File: src/hdl/cms_pkg.sv
// constants, types and strap decode for the configuration sequencer
package cms_pkg;

   // timing
   localparam int CLK_PERIOD_NS = 10;
   localparam int INIT_TIME_NS = 1000;
   localparam int INIT_CYCLES =
      (INIT_TIME_NS + CLK_PERIOD_NS - 1) / CLK_PERIOD_NS;
   localparam int INIT_EARLY_CLOCKS = 40;

   // register byte addresses
   localparam logic [7:0] ADDR_CTRL = 8'h00;
   localparam logic [7:0] ADDR_LOAD_LEN = 8'h04;
   localparam logic [7:0] ADDR_STATUS = 8'h08;
   localparam logic [7:0] ADDR_BIT_CNT = 8'h0c;
   localparam logic [7:0] ADDR_LAST_WORD = 8'h10;

   // field positions
   localparam int CTRL_SINGLE_BIT = 0;
   localparam int CTRL_PULLUP_BIT = 1;
   localparam int STATUS_STATE_LSB = 0;
   localparam int STATUS_MODE_LSB = 4;
   localparam int STATUS_DONE_BIT = 8;
   localparam int STATUS_INIT_BIT = 9;
   localparam int STATUS_READY_BIT = 10;

   // reset values
   localparam logic CTRL_SINGLE_RST = 1'h0;
   localparam logic CTRL_PULLUP_RST = 1'h1;
   localparam logic [15:0] LOAD_LEN_RST = 16'h0100;

   // loading schemes
   localparam logic [2:0] MODE_SERIAL_OR_MEM = 3'h0;
   localparam logic [2:0] MODE_PAR_SYNC = 3'h1;
   localparam logic [2:0] MODE_PAR_ASYNC = 3'h2;
   localparam logic [2:0] MODE_SERIAL_ASYNC = 3'h3;
   localparam logic [2:0] MODE_BAD = 3'h7;

   // synchroniser lanes
   localparam int SYNC_W = 7;
   localparam int LN_CLK = 0;
   localparam int LN_REQ_N = 1;
   localparam int LN_DATA = 2;
   localparam int LN_HI = 3;
   localparam int LN_LO = 4;
   localparam int LN_SINGLE = 5;
   localparam int LN_MEM_RDY = 6;

   typedef enum logic [2:0]
   {
      ST_POWERUP,
      ST_CLEAR,
      ST_WAIT,
      ST_LOAD,
      ST_INIT,
      ST_USER,
      ST_BADMODE
   } cms_state_t;

   // strap pattern to loading scheme
   function automatic logic [2:0] cms_decode
   (
      input logic var_single,
      input logic single,
      input logic hi,
      input logic lo
   );
      logic [2:0] m;
      m = MODE_BAD;
      if (var_single)
      begin
         m = single ? MODE_SERIAL_ASYNC : MODE_SERIAL_OR_MEM;
      end
      else
      begin
         case ({hi, lo})
            2'h0: m = MODE_SERIAL_OR_MEM;
            2'h2: m = MODE_PAR_SYNC;
            2'h3: m = MODE_PAR_ASYNC;
            default: m = MODE_BAD;
         endcase
      end
      return m;
   endfunction : cms_decode

endpackage : cms_pkg

File: src/hdl/cms_top.sv
// configuration sequencer: strap decode, load, initialise, user mode
//
// Contract
// volatile configuration; a full load is needed after every power-up.
// after loading, initialise registers and pins, then enter user mode.
// done flag low at power-up and loading, high after; low on request.
// user pins tri-stated during configuration, optional weak pull-ups.
// init-done high while request low and first 40 config clocks.
// the outside drives config clock to a level after configuration.
// the outside drives the serial data bit to a definite level.
// loading starts only when device and source both signal ready.
// in passive modes a host controls loading and may reconfigure.
// two straps: 00 serial or memory, 10 parallel sync, 11 async.
// straps are sampled at each configuration start.
// single strap: 0 serial or memory, 1 serial asynchronous.
// two-strap pattern 01 is unsupported and does not load.
`timescale 1ns/1ps
module cms_top (
   input wire logic clk_sys,
   input wire logic rst,
   input wire logic [7:0] reg_addr,
   input wire logic [31:0] reg_wdata,
   input wire logic reg_wr,
   input wire logic reg_rd,
   output logic [31:0] reg_rdata,
   input wire logic config_request_n,
   input wire logic config_clock,
   input wire logic config_serial_bit,
   input wire logic mode_strap_hi,
   input wire logic mode_strap_lo,
   input wire logic mode_strap_single,
   input wire logic mem_ready,
   output logic config_complete_flag,
   output logic init_done_flag,
   output logic device_ready,
   output logic user_io_oe_n,
   output logic weak_pullup_en,
   output logic [2:0] load_mode
);

   localparam logic [15:0] INIT_LAST = 16'(cms_pkg::INIT_CYCLES - 1);
   localparam logic [15:0] EARLY_CLKS = 16'(cms_pkg::INIT_EARLY_CLOCKS);

   logic [cms_pkg::SYNC_W-1:0] pin_raw;
   logic [cms_pkg::SYNC_W-1:0] pin_s;
   logic [cms_pkg::SYNC_W-1:0] pin_rise;
   logic req_n_s;
   logic clk_rise;
   logic mem_rdy_s;

   cms_pkg::cms_state_t state_r;
   logic [2:0] mode_r;
   logic [15:0] bit_cnt_r;
   logic [15:0] init_cnt_r;
   logic [31:0] last_word_r;
   logic ctrl_single_r;
   logic ctrl_pullup_r;
   logic [15:0] load_len_r;
   logic [31:0] rdata_r;
   logic done_r;
   logic init_done_r;
   logic ready_r;
   logic oe_n_r;
   logic pullup_r;
   logic [2:0] decoded;
   logic [31:0] status_word;

   assign pin_raw = {mem_ready, mode_strap_single, mode_strap_lo,
                     mode_strap_hi, config_serial_bit, config_request_n,
                     config_clock};

   cms_sync #(
      .W(cms_pkg::SYNC_W)
   ) u_sync (
      .clk_sys(clk_sys),
      .rst(rst),
      .d(pin_raw),
      .q(pin_s),
      .rise(pin_rise)
   );

   assign req_n_s = pin_s[cms_pkg::LN_REQ_N];
   assign clk_rise = pin_rise[cms_pkg::LN_CLK];
   assign mem_rdy_s = pin_s[cms_pkg::LN_MEM_RDY];

   assign decoded = cms_pkg::cms_decode(ctrl_single_r,
                                        pin_s[cms_pkg::LN_SINGLE],
                                        pin_s[cms_pkg::LN_HI],
                                        pin_s[cms_pkg::LN_LO]);

   // sequencer; reset is power-up, so nothing runs before a load
   always_ff @(posedge clk_sys or posedge rst)
   begin
      if (rst)
      begin
         state_r <= cms_pkg::ST_POWERUP;
         mode_r <= cms_pkg::MODE_SERIAL_OR_MEM;
      end
      else if (!req_n_s)
      begin
         state_r <= cms_pkg::ST_CLEAR;
      end
      else
      begin
         case (state_r)
            cms_pkg::ST_POWERUP, cms_pkg::ST_CLEAR:
            begin
               mode_r <= decoded;
               if (decoded == cms_pkg::MODE_BAD)
               begin
                  state_r <= cms_pkg::ST_BADMODE;
               end
               else
               begin
                  state_r <= cms_pkg::ST_WAIT;
               end
            end
            cms_pkg::ST_WAIT:
            begin
               if (mem_rdy_s && ready_r)
               begin
                  state_r <= cms_pkg::ST_LOAD;
               end
            end
            cms_pkg::ST_LOAD:
            begin
               if (clk_rise && (bit_cnt_r + 16'h0001 >= load_len_r))
               begin
                  state_r <= cms_pkg::ST_INIT;
               end
            end
            cms_pkg::ST_INIT:
            begin
               if (init_cnt_r == INIT_LAST)
               begin
                  state_r <= cms_pkg::ST_USER;
               end
            end
            cms_pkg::ST_USER, cms_pkg::ST_BADMODE:
            begin
               state_r <= state_r;
            end
            default:
            begin
               state_r <= cms_pkg::ST_POWERUP;
            end
         endcase
      end
   end

   // bit count and captured data, advanced on rising config clock edges
   always_ff @(posedge clk_sys or posedge rst)
   begin
      if (rst)
      begin
         bit_cnt_r <= 16'h0000;
         last_word_r <= 32'h0000_0000;
      end
      else if (state_r == cms_pkg::ST_LOAD)
      begin
         if (clk_rise)
         begin
            bit_cnt_r <= bit_cnt_r + 16'h0001;
            last_word_r <= {last_word_r[30:0],
                            pin_s[cms_pkg::LN_DATA]};
         end
      end
      else if (state_r == cms_pkg::ST_CLEAR ||
               state_r == cms_pkg::ST_WAIT)
      begin
         bit_cnt_r <= 16'h0000;
      end
   end

   // initialisation timer
   always_ff @(posedge clk_sys or posedge rst)
   begin
      if (rst)
      begin
         init_cnt_r <= 16'h0000;
      end
      else if (state_r == cms_pkg::ST_INIT)
      begin
         init_cnt_r <= init_cnt_r + 16'h0001;
      end
      else
      begin
         init_cnt_r <= 16'h0000;
      end
   end

   // pin-facing status, one cycle behind the state
   always_ff @(posedge clk_sys or posedge rst)
   begin
      if (rst)
      begin
         done_r <= 1'h0;
         init_done_r <= 1'h0;
         ready_r <= 1'h0;
         oe_n_r <= 1'h1;
         pullup_r <= 1'h0;
      end
      else
      begin
         done_r <= (state_r == cms_pkg::ST_INIT ||
                    state_r == cms_pkg::ST_USER) && req_n_s;
         init_done_r <= state_r == cms_pkg::ST_CLEAR ||
                        state_r == cms_pkg::ST_WAIT ||
                        (state_r == cms_pkg::ST_LOAD &&
                         bit_cnt_r < EARLY_CLKS) ||
                        state_r == cms_pkg::ST_USER;
         ready_r <= state_r == cms_pkg::ST_WAIT ||
                    state_r == cms_pkg::ST_LOAD;
         oe_n_r <= state_r != cms_pkg::ST_USER;
         pullup_r <= ctrl_pullup_r &&
                     state_r != cms_pkg::ST_USER;
      end
   end

   // register writes
   always_ff @(posedge clk_sys or posedge rst)
   begin
      if (rst)
      begin
         ctrl_single_r <= cms_pkg::CTRL_SINGLE_RST;
         ctrl_pullup_r <= cms_pkg::CTRL_PULLUP_RST;
         load_len_r <= cms_pkg::LOAD_LEN_RST;
      end
      else if (reg_wr)
      begin
         if (reg_addr == cms_pkg::ADDR_CTRL)
         begin
            ctrl_single_r <= reg_wdata[cms_pkg::CTRL_SINGLE_BIT];
            ctrl_pullup_r <= reg_wdata[cms_pkg::CTRL_PULLUP_BIT];
         end
         if (reg_addr == cms_pkg::ADDR_LOAD_LEN)
         begin
            load_len_r <= reg_wdata[15:0];
         end
      end
   end

   always_comb
   begin
      status_word = 32'h0000_0000;
      status_word[cms_pkg::STATUS_STATE_LSB +: 3] = state_r;
      status_word[cms_pkg::STATUS_MODE_LSB +: 3] = mode_r;
      status_word[cms_pkg::STATUS_DONE_BIT] = done_r;
      status_word[cms_pkg::STATUS_INIT_BIT] = init_done_r;
      status_word[cms_pkg::STATUS_READY_BIT] = ready_r;
   end

   // register reads, data valid the cycle after the strobe only
   always_ff @(posedge clk_sys or posedge rst)
   begin
      if (rst)
      begin
         rdata_r <= 32'h0000_0000;
      end
      else if (reg_rd)
      begin
         case (reg_addr)
            cms_pkg::ADDR_CTRL:
               rdata_r <= {30'h0, ctrl_pullup_r, ctrl_single_r};
            cms_pkg::ADDR_LOAD_LEN:
               rdata_r <= {16'h0000, load_len_r};
            cms_pkg::ADDR_STATUS:
               rdata_r <= status_word;
            cms_pkg::ADDR_BIT_CNT:
               rdata_r <= {16'h0000, bit_cnt_r};
            cms_pkg::ADDR_LAST_WORD:
               rdata_r <= last_word_r;
            default:
               rdata_r <= 32'h0000_0000;
         endcase
      end
      else
      begin
         rdata_r <= 32'h0000_0000;
      end
   end

   assign reg_rdata = rdata_r;
   assign config_complete_flag = done_r;
   assign init_done_flag = init_done_r;
   assign device_ready = ready_r;
   assign user_io_oe_n = oe_n_r;
   assign weak_pullup_en = pullup_r;
   assign load_mode = mode_r;

   AST_POWERUP_NO_DONE: assert property (
      @(posedge clk_sys) disable iff (rst)
      state_r == cms_pkg::ST_POWERUP |-> !config_complete_flag)
      else $error("done flag high before any load");

   AST_USER_AFTER_INIT: assert property (
      @(posedge clk_sys) disable iff (rst)
      $rose(state_r == cms_pkg::ST_USER) |->
         $past(state_r) == cms_pkg::ST_INIT &&
         $past(init_cnt_r) == INIT_LAST)
      else $error("user mode entered without full initialisation");

   AST_DONE_RISES: assert property (
      @(posedge clk_sys) disable iff (rst)
      state_r == cms_pkg::ST_LOAD ##1 state_r == cms_pkg::ST_INIT
         |=> config_complete_flag)
      else $error("done flag not raised after loading");

   AST_DONE_DROPS: assert property (
      @(posedge clk_sys) disable iff (rst)
      !req_n_s |-> ##2 !config_complete_flag)
      else $error("done flag not cleared by request");

   AST_IO_TRISTATE: assert property (
      @(posedge clk_sys) disable iff (rst)
      !user_io_oe_n |-> $past(state_r) == cms_pkg::ST_USER)
      else $error("user pins driven outside user mode");

   AST_INIT_EARLY_HIGH: assert property (
      @(posedge clk_sys) disable iff (rst)
      state_r == cms_pkg::ST_LOAD && bit_cnt_r < EARLY_CLKS
         |=> init_done_flag)
      else $error("init-done low in first config clocks");

   AST_HANDSHAKE: assert property (
      @(posedge clk_sys) disable iff (rst)
      $rose(state_r == cms_pkg::ST_LOAD) |->
         $past(mem_rdy_s) && device_ready)
      else $error("load began without both sides ready");

   AST_TWO_STRAP_DECODE: assert property (
      @(posedge clk_sys) disable iff (rst)
      $rose(state_r == cms_pkg::ST_WAIT) && !$past(ctrl_single_r) |->
         mode_r == cms_pkg::cms_decode(1'h0,
                                       1'h0,
                                       $past(pin_s[cms_pkg::LN_HI]),
                                       $past(pin_s[cms_pkg::LN_LO])))
      else $error("two-strap decode mismatch");

   AST_MODE_HELD: assert property (
      @(posedge clk_sys) disable iff (rst)
      state_r == cms_pkg::ST_LOAD && $past(state_r) == cms_pkg::ST_LOAD
         |-> $stable(mode_r))
      else $error("scheme changed during a load");

   AST_SINGLE_DECODE: assert property (
      @(posedge clk_sys) disable iff (rst)
      $rose(state_r == cms_pkg::ST_WAIT) && $past(ctrl_single_r) |->
         mode_r == ($past(pin_s[cms_pkg::LN_SINGLE]) ?
                    cms_pkg::MODE_SERIAL_ASYNC :
                    cms_pkg::MODE_SERIAL_OR_MEM))
      else $error("single-strap decode mismatch");

   AST_BAD_NO_LOAD: assert property (
      @(posedge clk_sys) disable iff (rst)
      mode_r == cms_pkg::MODE_BAD |-> state_r != cms_pkg::ST_LOAD &&
         state_r != cms_pkg::ST_WAIT)
      else $error("unsupported scheme began loading");

   COV_REACH_USER: cover property (
      @(posedge clk_sys) disable iff (rst)
      $rose(state_r == cms_pkg::ST_USER));

   COV_BAD_MODE: cover property (
      @(posedge clk_sys) disable iff (rst)
      $rose(state_r == cms_pkg::ST_BADMODE));

   COV_RECONFIG: cover property (
      @(posedge clk_sys) disable iff (rst)
      state_r == cms_pkg::ST_USER ##1 state_r == cms_pkg::ST_CLEAR);

   COV_SERIAL_ASYNC_LOAD: cover property (
      @(posedge clk_sys) disable iff (rst)
      state_r == cms_pkg::ST_LOAD &&
      mode_r == cms_pkg::MODE_SERIAL_ASYNC);

endmodule : cms_top

File: src/hdl/cms_sync.sv
// two-flop synchroniser bank with rising-edge detect
`timescale 1ns/1ps
module cms_sync #(
   parameter int W = 1
)(
   input wire logic clk_sys,
   input wire logic rst,
   input wire logic [W-1:0] d,
   output logic [W-1:0] q,
   output logic [W-1:0] rise
);

   logic [W-1:0] meta_r;
   logic [W-1:0] sync_r;
   logic [W-1:0] dly_r;

   always_ff @(posedge clk_sys or posedge rst)
   begin
      if (rst)
      begin
         meta_r <= '0;
         sync_r <= '0;
         dly_r <= '0;
      end
      else
      begin
         meta_r <= d;
         sync_r <= meta_r;
         dly_r <= sync_r;
      end
   end

   assign q = sync_r;
   assign rise = sync_r & ~dly_r;

endmodule : cms_sync

File: config.mk
export PLATFORM = sky130hd
export DESIGN_NAME = cms_top
export DESIGN_NICKNAME = d
export VERILOG_FILES = /design/src/hdl/cms_pkg.sv /design/src/hdl/cms_top.sv /design/src/hdl/cms_sync.sv
export SDC_FILE = /design/constraint.sdc
export NUM_CORES = 1
export LEC_CHECK = 0
export BUFFER_PORTS_ARGS = -buffer_cell sky130_fd_sc_hd__buf_4
export CORE_MARGIN = 2
export CORE_UTILIZATION = 30
export DETAILED_ROUTE_END_ITERATION = 7
export PLACE_DENSITY = 0.5
export SLEW_MARGIN = 20
export SYNTH_ARGS = -nofsm -noshare
export SYNTH_HDL_FRONTEND = slang
export SYNTH_SLANG_ARGS = --single-unit
File: constraint.sdc
create_clock -name clk_sys -period 7.55 [get_ports clk_sys]
set_input_delay 0.3775 -clock clk_sys [delete_from_list [all_inputs] [get_ports clk_sys]]
set_output_delay 0.3775 -clock clk_sys [all_outputs]
set_load 0.01 [all_outputs]
### Word level (Yosys, flattened, before mapping)

Index checks and enable logic that the tools add are counted.

* flip-flop bits (word level): 140
* word-level logic and storage cells: 80

* add/sub/neg operators: 2
* magnitude comparators: 2
* equal/unequal tests: 20
* multiplexer cells: 15
* bitwise operators: 2
* reduce and logical (&&, ||, !) cells: 22

Operators by type and width (number)
* $pmux W32 S5: 1
* $mux W16: 4
* $add A16 B1 Y16 const B: 2
* $mux W32: 1
* $mux W3: 6
* $eq A16 B7 Y1 const B: 1
* $eq A8 B4 Y1 const B: 2
* $ge A16 B16 Y1: 1
* $lt A16 B6 Y1 const B: 1
* $pmux W3 S5: 1
* $eq A3 B3 Y1 const B: 4
* $ne A3 B3 Y1 const B: 4
* $reduce_and A2 Y1: 5
* $pmux W3 S3: 1
* $eq A8 B3 Y1 const B: 1
* $eq A8 B5 Y1 const B: 1
* $logic_not A8 Y1: 1
* $eq A3 B2 Y1 const B: 2
* $logic_and A1 B1 Y1: 5
* $logic_or A1 B1 Y1: 5
* $eq A2 B2 Y1 const B: 2
* $ne A2 B2 Y1 const B: 2
* $reduce_and A4 Y1: 1
* $reduce_or A2 Y1: 2
* 7 further kinds: 7

### Longest topological paths before layout

* depth after elaboration: 7
* gate-level depth with buffers: 11

### By module

A second synthesis with hierarchy kept.

* cell total of the unflattened synthesis: 661
* area, all modules: 6658.9 um^2

Modules (own cells, without submodules)
* cms_top: times used 1, cells each 632, area an instance 6033.3 um^2
* cms_sync: times used 1, cells each 29, area an instance 625.6 um^2

### Worst setup path after synthesis

Ideal clock, no wire load.

* path kind: flip-flop to flip-flop
* start point: register bit_cnt_r[8]
* end point: register state_r[0]
* setup time: 125 ps
* data arrival time: 3027 ps
* data required time: 7425 ps
* setup slack: 4399 ps
* cell stages (with the launch flop): 12
* buffers on the path: 1
* cell sequence: dfrtp_1 clkbuf_1 nand4_1 nor4_1 nand3_1 xnor2_1 ha_1 and4_1 o211a_1 a311oi_1 a311oi_2 mux2_2

* word-level cells in the longest chain between the ends: 5

RTL lines
* start, declared: line cms_top.sv:53 `logic [15:0] bit_cnt_r;`
* start signal, assigned: line cms_top.sv:163 `bit_cnt_r <= bit_cnt_r + 16'h0001;`
* $add A16 B1 Y16: line cms_top.sv:127 `if (clk_rise && (bit_cnt_r + 16'h0001 >= load_len_r))`
* $ge A16 B16 Y1: line cms_top.sv:127
* $logic_and A1 B1 Y1: line cms_top.sv:127
* $ne A3 B3 Y1 (no source line)
* $reduce_and A4 Y1 (no source line)
* end signal, assigned: line cms_top.sv:129 `state_r <= cms_pkg::ST_INIT;`
* end signal, assigned: line cms_top.sv:136 `state_r <= cms_pkg::ST_USER;`
* end signal, assigned: line cms_top.sv:141 `state_r <= state_r;`
* end, declared: line cms_top.sv:51 `cms_pkg::cms_state_t state_r;`

No other way between the ends.
A chain may end at the register's enable or synchronous reset.

### Final worst setup path

* start point: register bit_cnt_r[2]
* end point: register state_r[0]

Same word-level chain as after synthesis.

==> impl_metrics.py <==
metrics = {
    "run_status": {
        "result_of_the_run": "complete, no violations",
    },
    "clocking": {
        "cts.clk_slew.worst_paths_ps": 70,
        "sinks_on_clock_net": 140,
        "tritoncts": "built",
        "ctsLongestPathBuffers": 2,
        "cts_max_level": 4,
        "postCtsSetupBuffers": 0,
        "clk_latency_ps": 430,
        "cts_hold_buf": 0,
        "ctsResizeCount": 0,
        "clock_tree_root_buffer_cell": "clkbuf_16",
        "cts-buffers-inserted": 17,
    },
    "placement": {
        "dpl.hpwl_um": 10100,
        "gp_congestion": 0.776,
        "placement.io_buffers": 74,
        "dp.cells": 924,
    },
    "power": {
        "p_clk_frac": 0.418,
        "combinationalPowerShare": 0.140,
        "netSwitchingFraction": 0.300,
        "seq_power_share": 0.441,
        "vdd.ir_drop.worst_mv": 0.147,
        "total_leakage_power_nw": 3.73,
        "netSwitchingPower_mw": 0.590,
        "pwr_density_cell_nw_per_um2": 257,
        "cell_internal_pwr_mw": 1.38,
    },
    "die": {
        "placementRows": 52,
        "die_height_um": 149,
        "die_area_um2": 22100,
        "fp.coreArea_um2": 20400,
        "fp.dieW_um": 149,
        "boundaryPins": 91,
        "start_util": 0.308,
    },
    "synthesis": {
        "yosysWarnings": 0,
        "synth.cells.most_frequent": "dfrtp_1, nand2_1, nor2_1, inv_1, o21ai_0",
        "ys_async_sr_fraction": 1.00,
        "yosys_register_bits": 140,
        "synth_nets": 676,
        "netlist_top_cells_area": "dfrtp_1, nand2_1, ha_1, a222oi_1, mux2_4",
        "postSynthAreaPerCell_um2": 10.4,
        "synth.yosys.seq_area_share": 0.559,
        "synth_cell_type_count": 49,
        "synth_top_area_cell": "dfrtp_1",
        "yosys_most_used_dff": "dfrtp_1",
        "synth.cell_area_um2": 6280,
        "synthDominantCellAreaShare": 0.546,
        "syn-instance-count": 606,
        "edff_count_synth": 0,
    },
    "timing": {
        "timing.final.max_slew_violations": 0,
        "final_min_period_over_clock_period": 0.494,
        "worst_clock_skew_ps": 7.77,
        "fin_crit_ps": 3730,
        "max_clock_freq_mhz": 268,
        "worstMarginPinSlew_ps": 1040,
        "grt_setup_unrepaired": "no",
        "setup_tns_ps": 0,
        "worst_slew_margin_rel": 0.300,
        "hold_fails_final_rpt": 0,
        "finalSetupViolations": 0,
    },
    "setup_path": {
        "setup.worst_path.start_class": "register",
        "timing_worst_setup_path_type": "register to register",
        "cp_max_fanout": 7,
        "critPathRequiredTime_ps": 7870,
        "setup.worst_path.end_class": "register",
        "cp_data_arrival_time_ps": 4050,
    },
    "detailed_routing": {
        "drt_drc_violations_left": 0,
        "firstDrtPassIters": 7,
        "drt_iter0_drc": 264,
        "drt.antenna.violating_nets": 0,
        "num_vias": 4561,
        "route.detailed.wl_per_inst_um": 15.6,
        "routed_via_density": 4.77,
        "drt_wl_total_um": 14900,
    },
    "layout": {
        "multi_input_comb_area_um2": 2550,
        "regArea_um2": 3510,
        "post_route_cells_drive_above_1_share": 0.207,
        "synthToLayoutAreaGrowth_pct": 22.0,
        "finish.cell_count_without_fillers": 956,
        "antenna_diode_count": 0,
        "nets": 743,
        "filler_cell_count": 2038,
    },
    "global_route": {
        "via_count_of_the_first_global_routing_pass": 4720,
        "grt_max_degree": 84,
        "grt_first_pass_wirelength_um": 24800,
        "grt.total_usage": 0.144,
        "grt_overflow_total": 0,
        "grt_antenna_before_repair": 0,
    },
    "hold_path": {
        "worst_hold_path_type": "input port to register",
    },
    "run": {
        "maxCapViolCount": 0,
    },
}
==> placed cells by master (no fill, tap or decap), types with 5 or more instances in the layout <==
master and instances:
a21oi_1 23, a222oi_1 16, and3_1 22, buf_4 78
clkbuf_16 17, dfrtp_1 137, ha_1 19, inv_1 23
inv_6 5, mux2_2 12, mux2_4 10, nand2_1 137
nand3_1 16, nor2_1 37, nor3_1 6, nor4_1 7
o21ai_0 24, xnor2_1 15, xor2_1 13
==> final cells by class <==
cell class	instances	area share
repair buffers	78	0.0765
flip-flops and latches	140	0.458
well taps	270	0.0441
multi-input cells	412	0.333
clock buffers	17	0.0556
clock inverters	15	0.0204
inverters	24	0.0124
==> cells by family after synthesis <==
group | synth area share
multiplexers | 0.0486
buffers and inverters | 0.0359
AO/OA/AOI/OAI | 0.0923
adder cells (fa/ha/maj) | 0.0379
XOR/XNOR | 0.0391
flip-flops | 0.559
AND/OR/NAND/NOR | 0.188
==> worst max-delay path, stage by stage (launching register included) <==
cell and delay [ps]:
dfrtp_1 460, nand3_1 170, nor4_1 910, nand3_1 270, xnor2_1 200, ha_1 300, and4_1 250, o211a_1 160
a311oi_1 100, a311oi_2 430, mux2_2 380
==> metal layers <==
metal	global-route usage	part of all wire
met1	0.184	0.46
met2	0.240	0.49
met4	0.0557	0.015
met3	0.0337	0.045
met5	0	0
==> stage by stage <==
step	setup slack [ps]	hold slack (ps)	area (µm²)	total power, mW	utilization
after global placement	3900	333	7070	1.16	0.347
after CTS	3800	30.6	7650	2.00	0.376
after floorplan	3420	331	6280	1.04	-
after global routing	3520	29.1	7660	2.06	0.376
final	3820	47.6	7660	1.97	0.376
after detailed placement	3810	335	7070	1.16	0.347
==> registers in the layout, summed over array words and instances, names as in the netlist <==
| signal | cells |
|---|---|
| ctrl_single_r | 1 |
| u_sync.meta_r | 7 |
| u_sync.dly_r | 1 |
| init_cnt_r | 16 |
| weak_pullup_en | 1 |
| reg_rdata | 32 |
| ctrl_pullup_r | 1 |
| load_mode | 3 |
| last_word_r | 32 |
| bit_cnt_r | 16 |
| init_done_flag | 1 |
| user_io_oe_n | 1 |
| u_sync.q | 7 |
| load_len_r | 16 |
| state_r | 3 |
| device_ready | 1 |
| config_complete_flag | 1 |
==> final timing paths <==
check / to / from / cells past startpoint / slack [ps]
worst max-delay path: state_r[0]$_DFFE_PP0P_ / bit_cnt_r[2]$_DFFE_PP0P_ / 10 / 3820
worst min-delay path: u_sync.meta_r[3]$_DFF_PP0_ / mode_strap_hi / 1 / 50
worst max register to register: state_r[0]$_DFFE_PP0P_ / bit_cnt_r[2]$_DFFE_PP0P_ / 10 / 3820
worst min register to register: u_sync.q[2]$_DFF_PP0_ / u_sync.meta_r[2]$_DFF_PP0_ / 0 / 350
max in group asynchronous: bit_cnt_r[4]$_DFFE_PP0P_ / rst / 3 / 6180
min in group asynchronous: init_cnt_r[2]$_DFF_PP0_ / rst / 2 / 100
==> power by group through the flow <==
stage,clock network (mW),registers [mW],logic [mW]
6_report,0.824,0.869,0.277
5_1_grt,0.874,0.878,0.310
4_1_cts,0.843,0.870,0.282
3_5_place_dp,0,0.884,0.280
3_3_place_gp,0,0.883,0.274
2_1_floorplan,0,0.847,0.190
No activity file was read; power rests on OpenSTA's default activity.
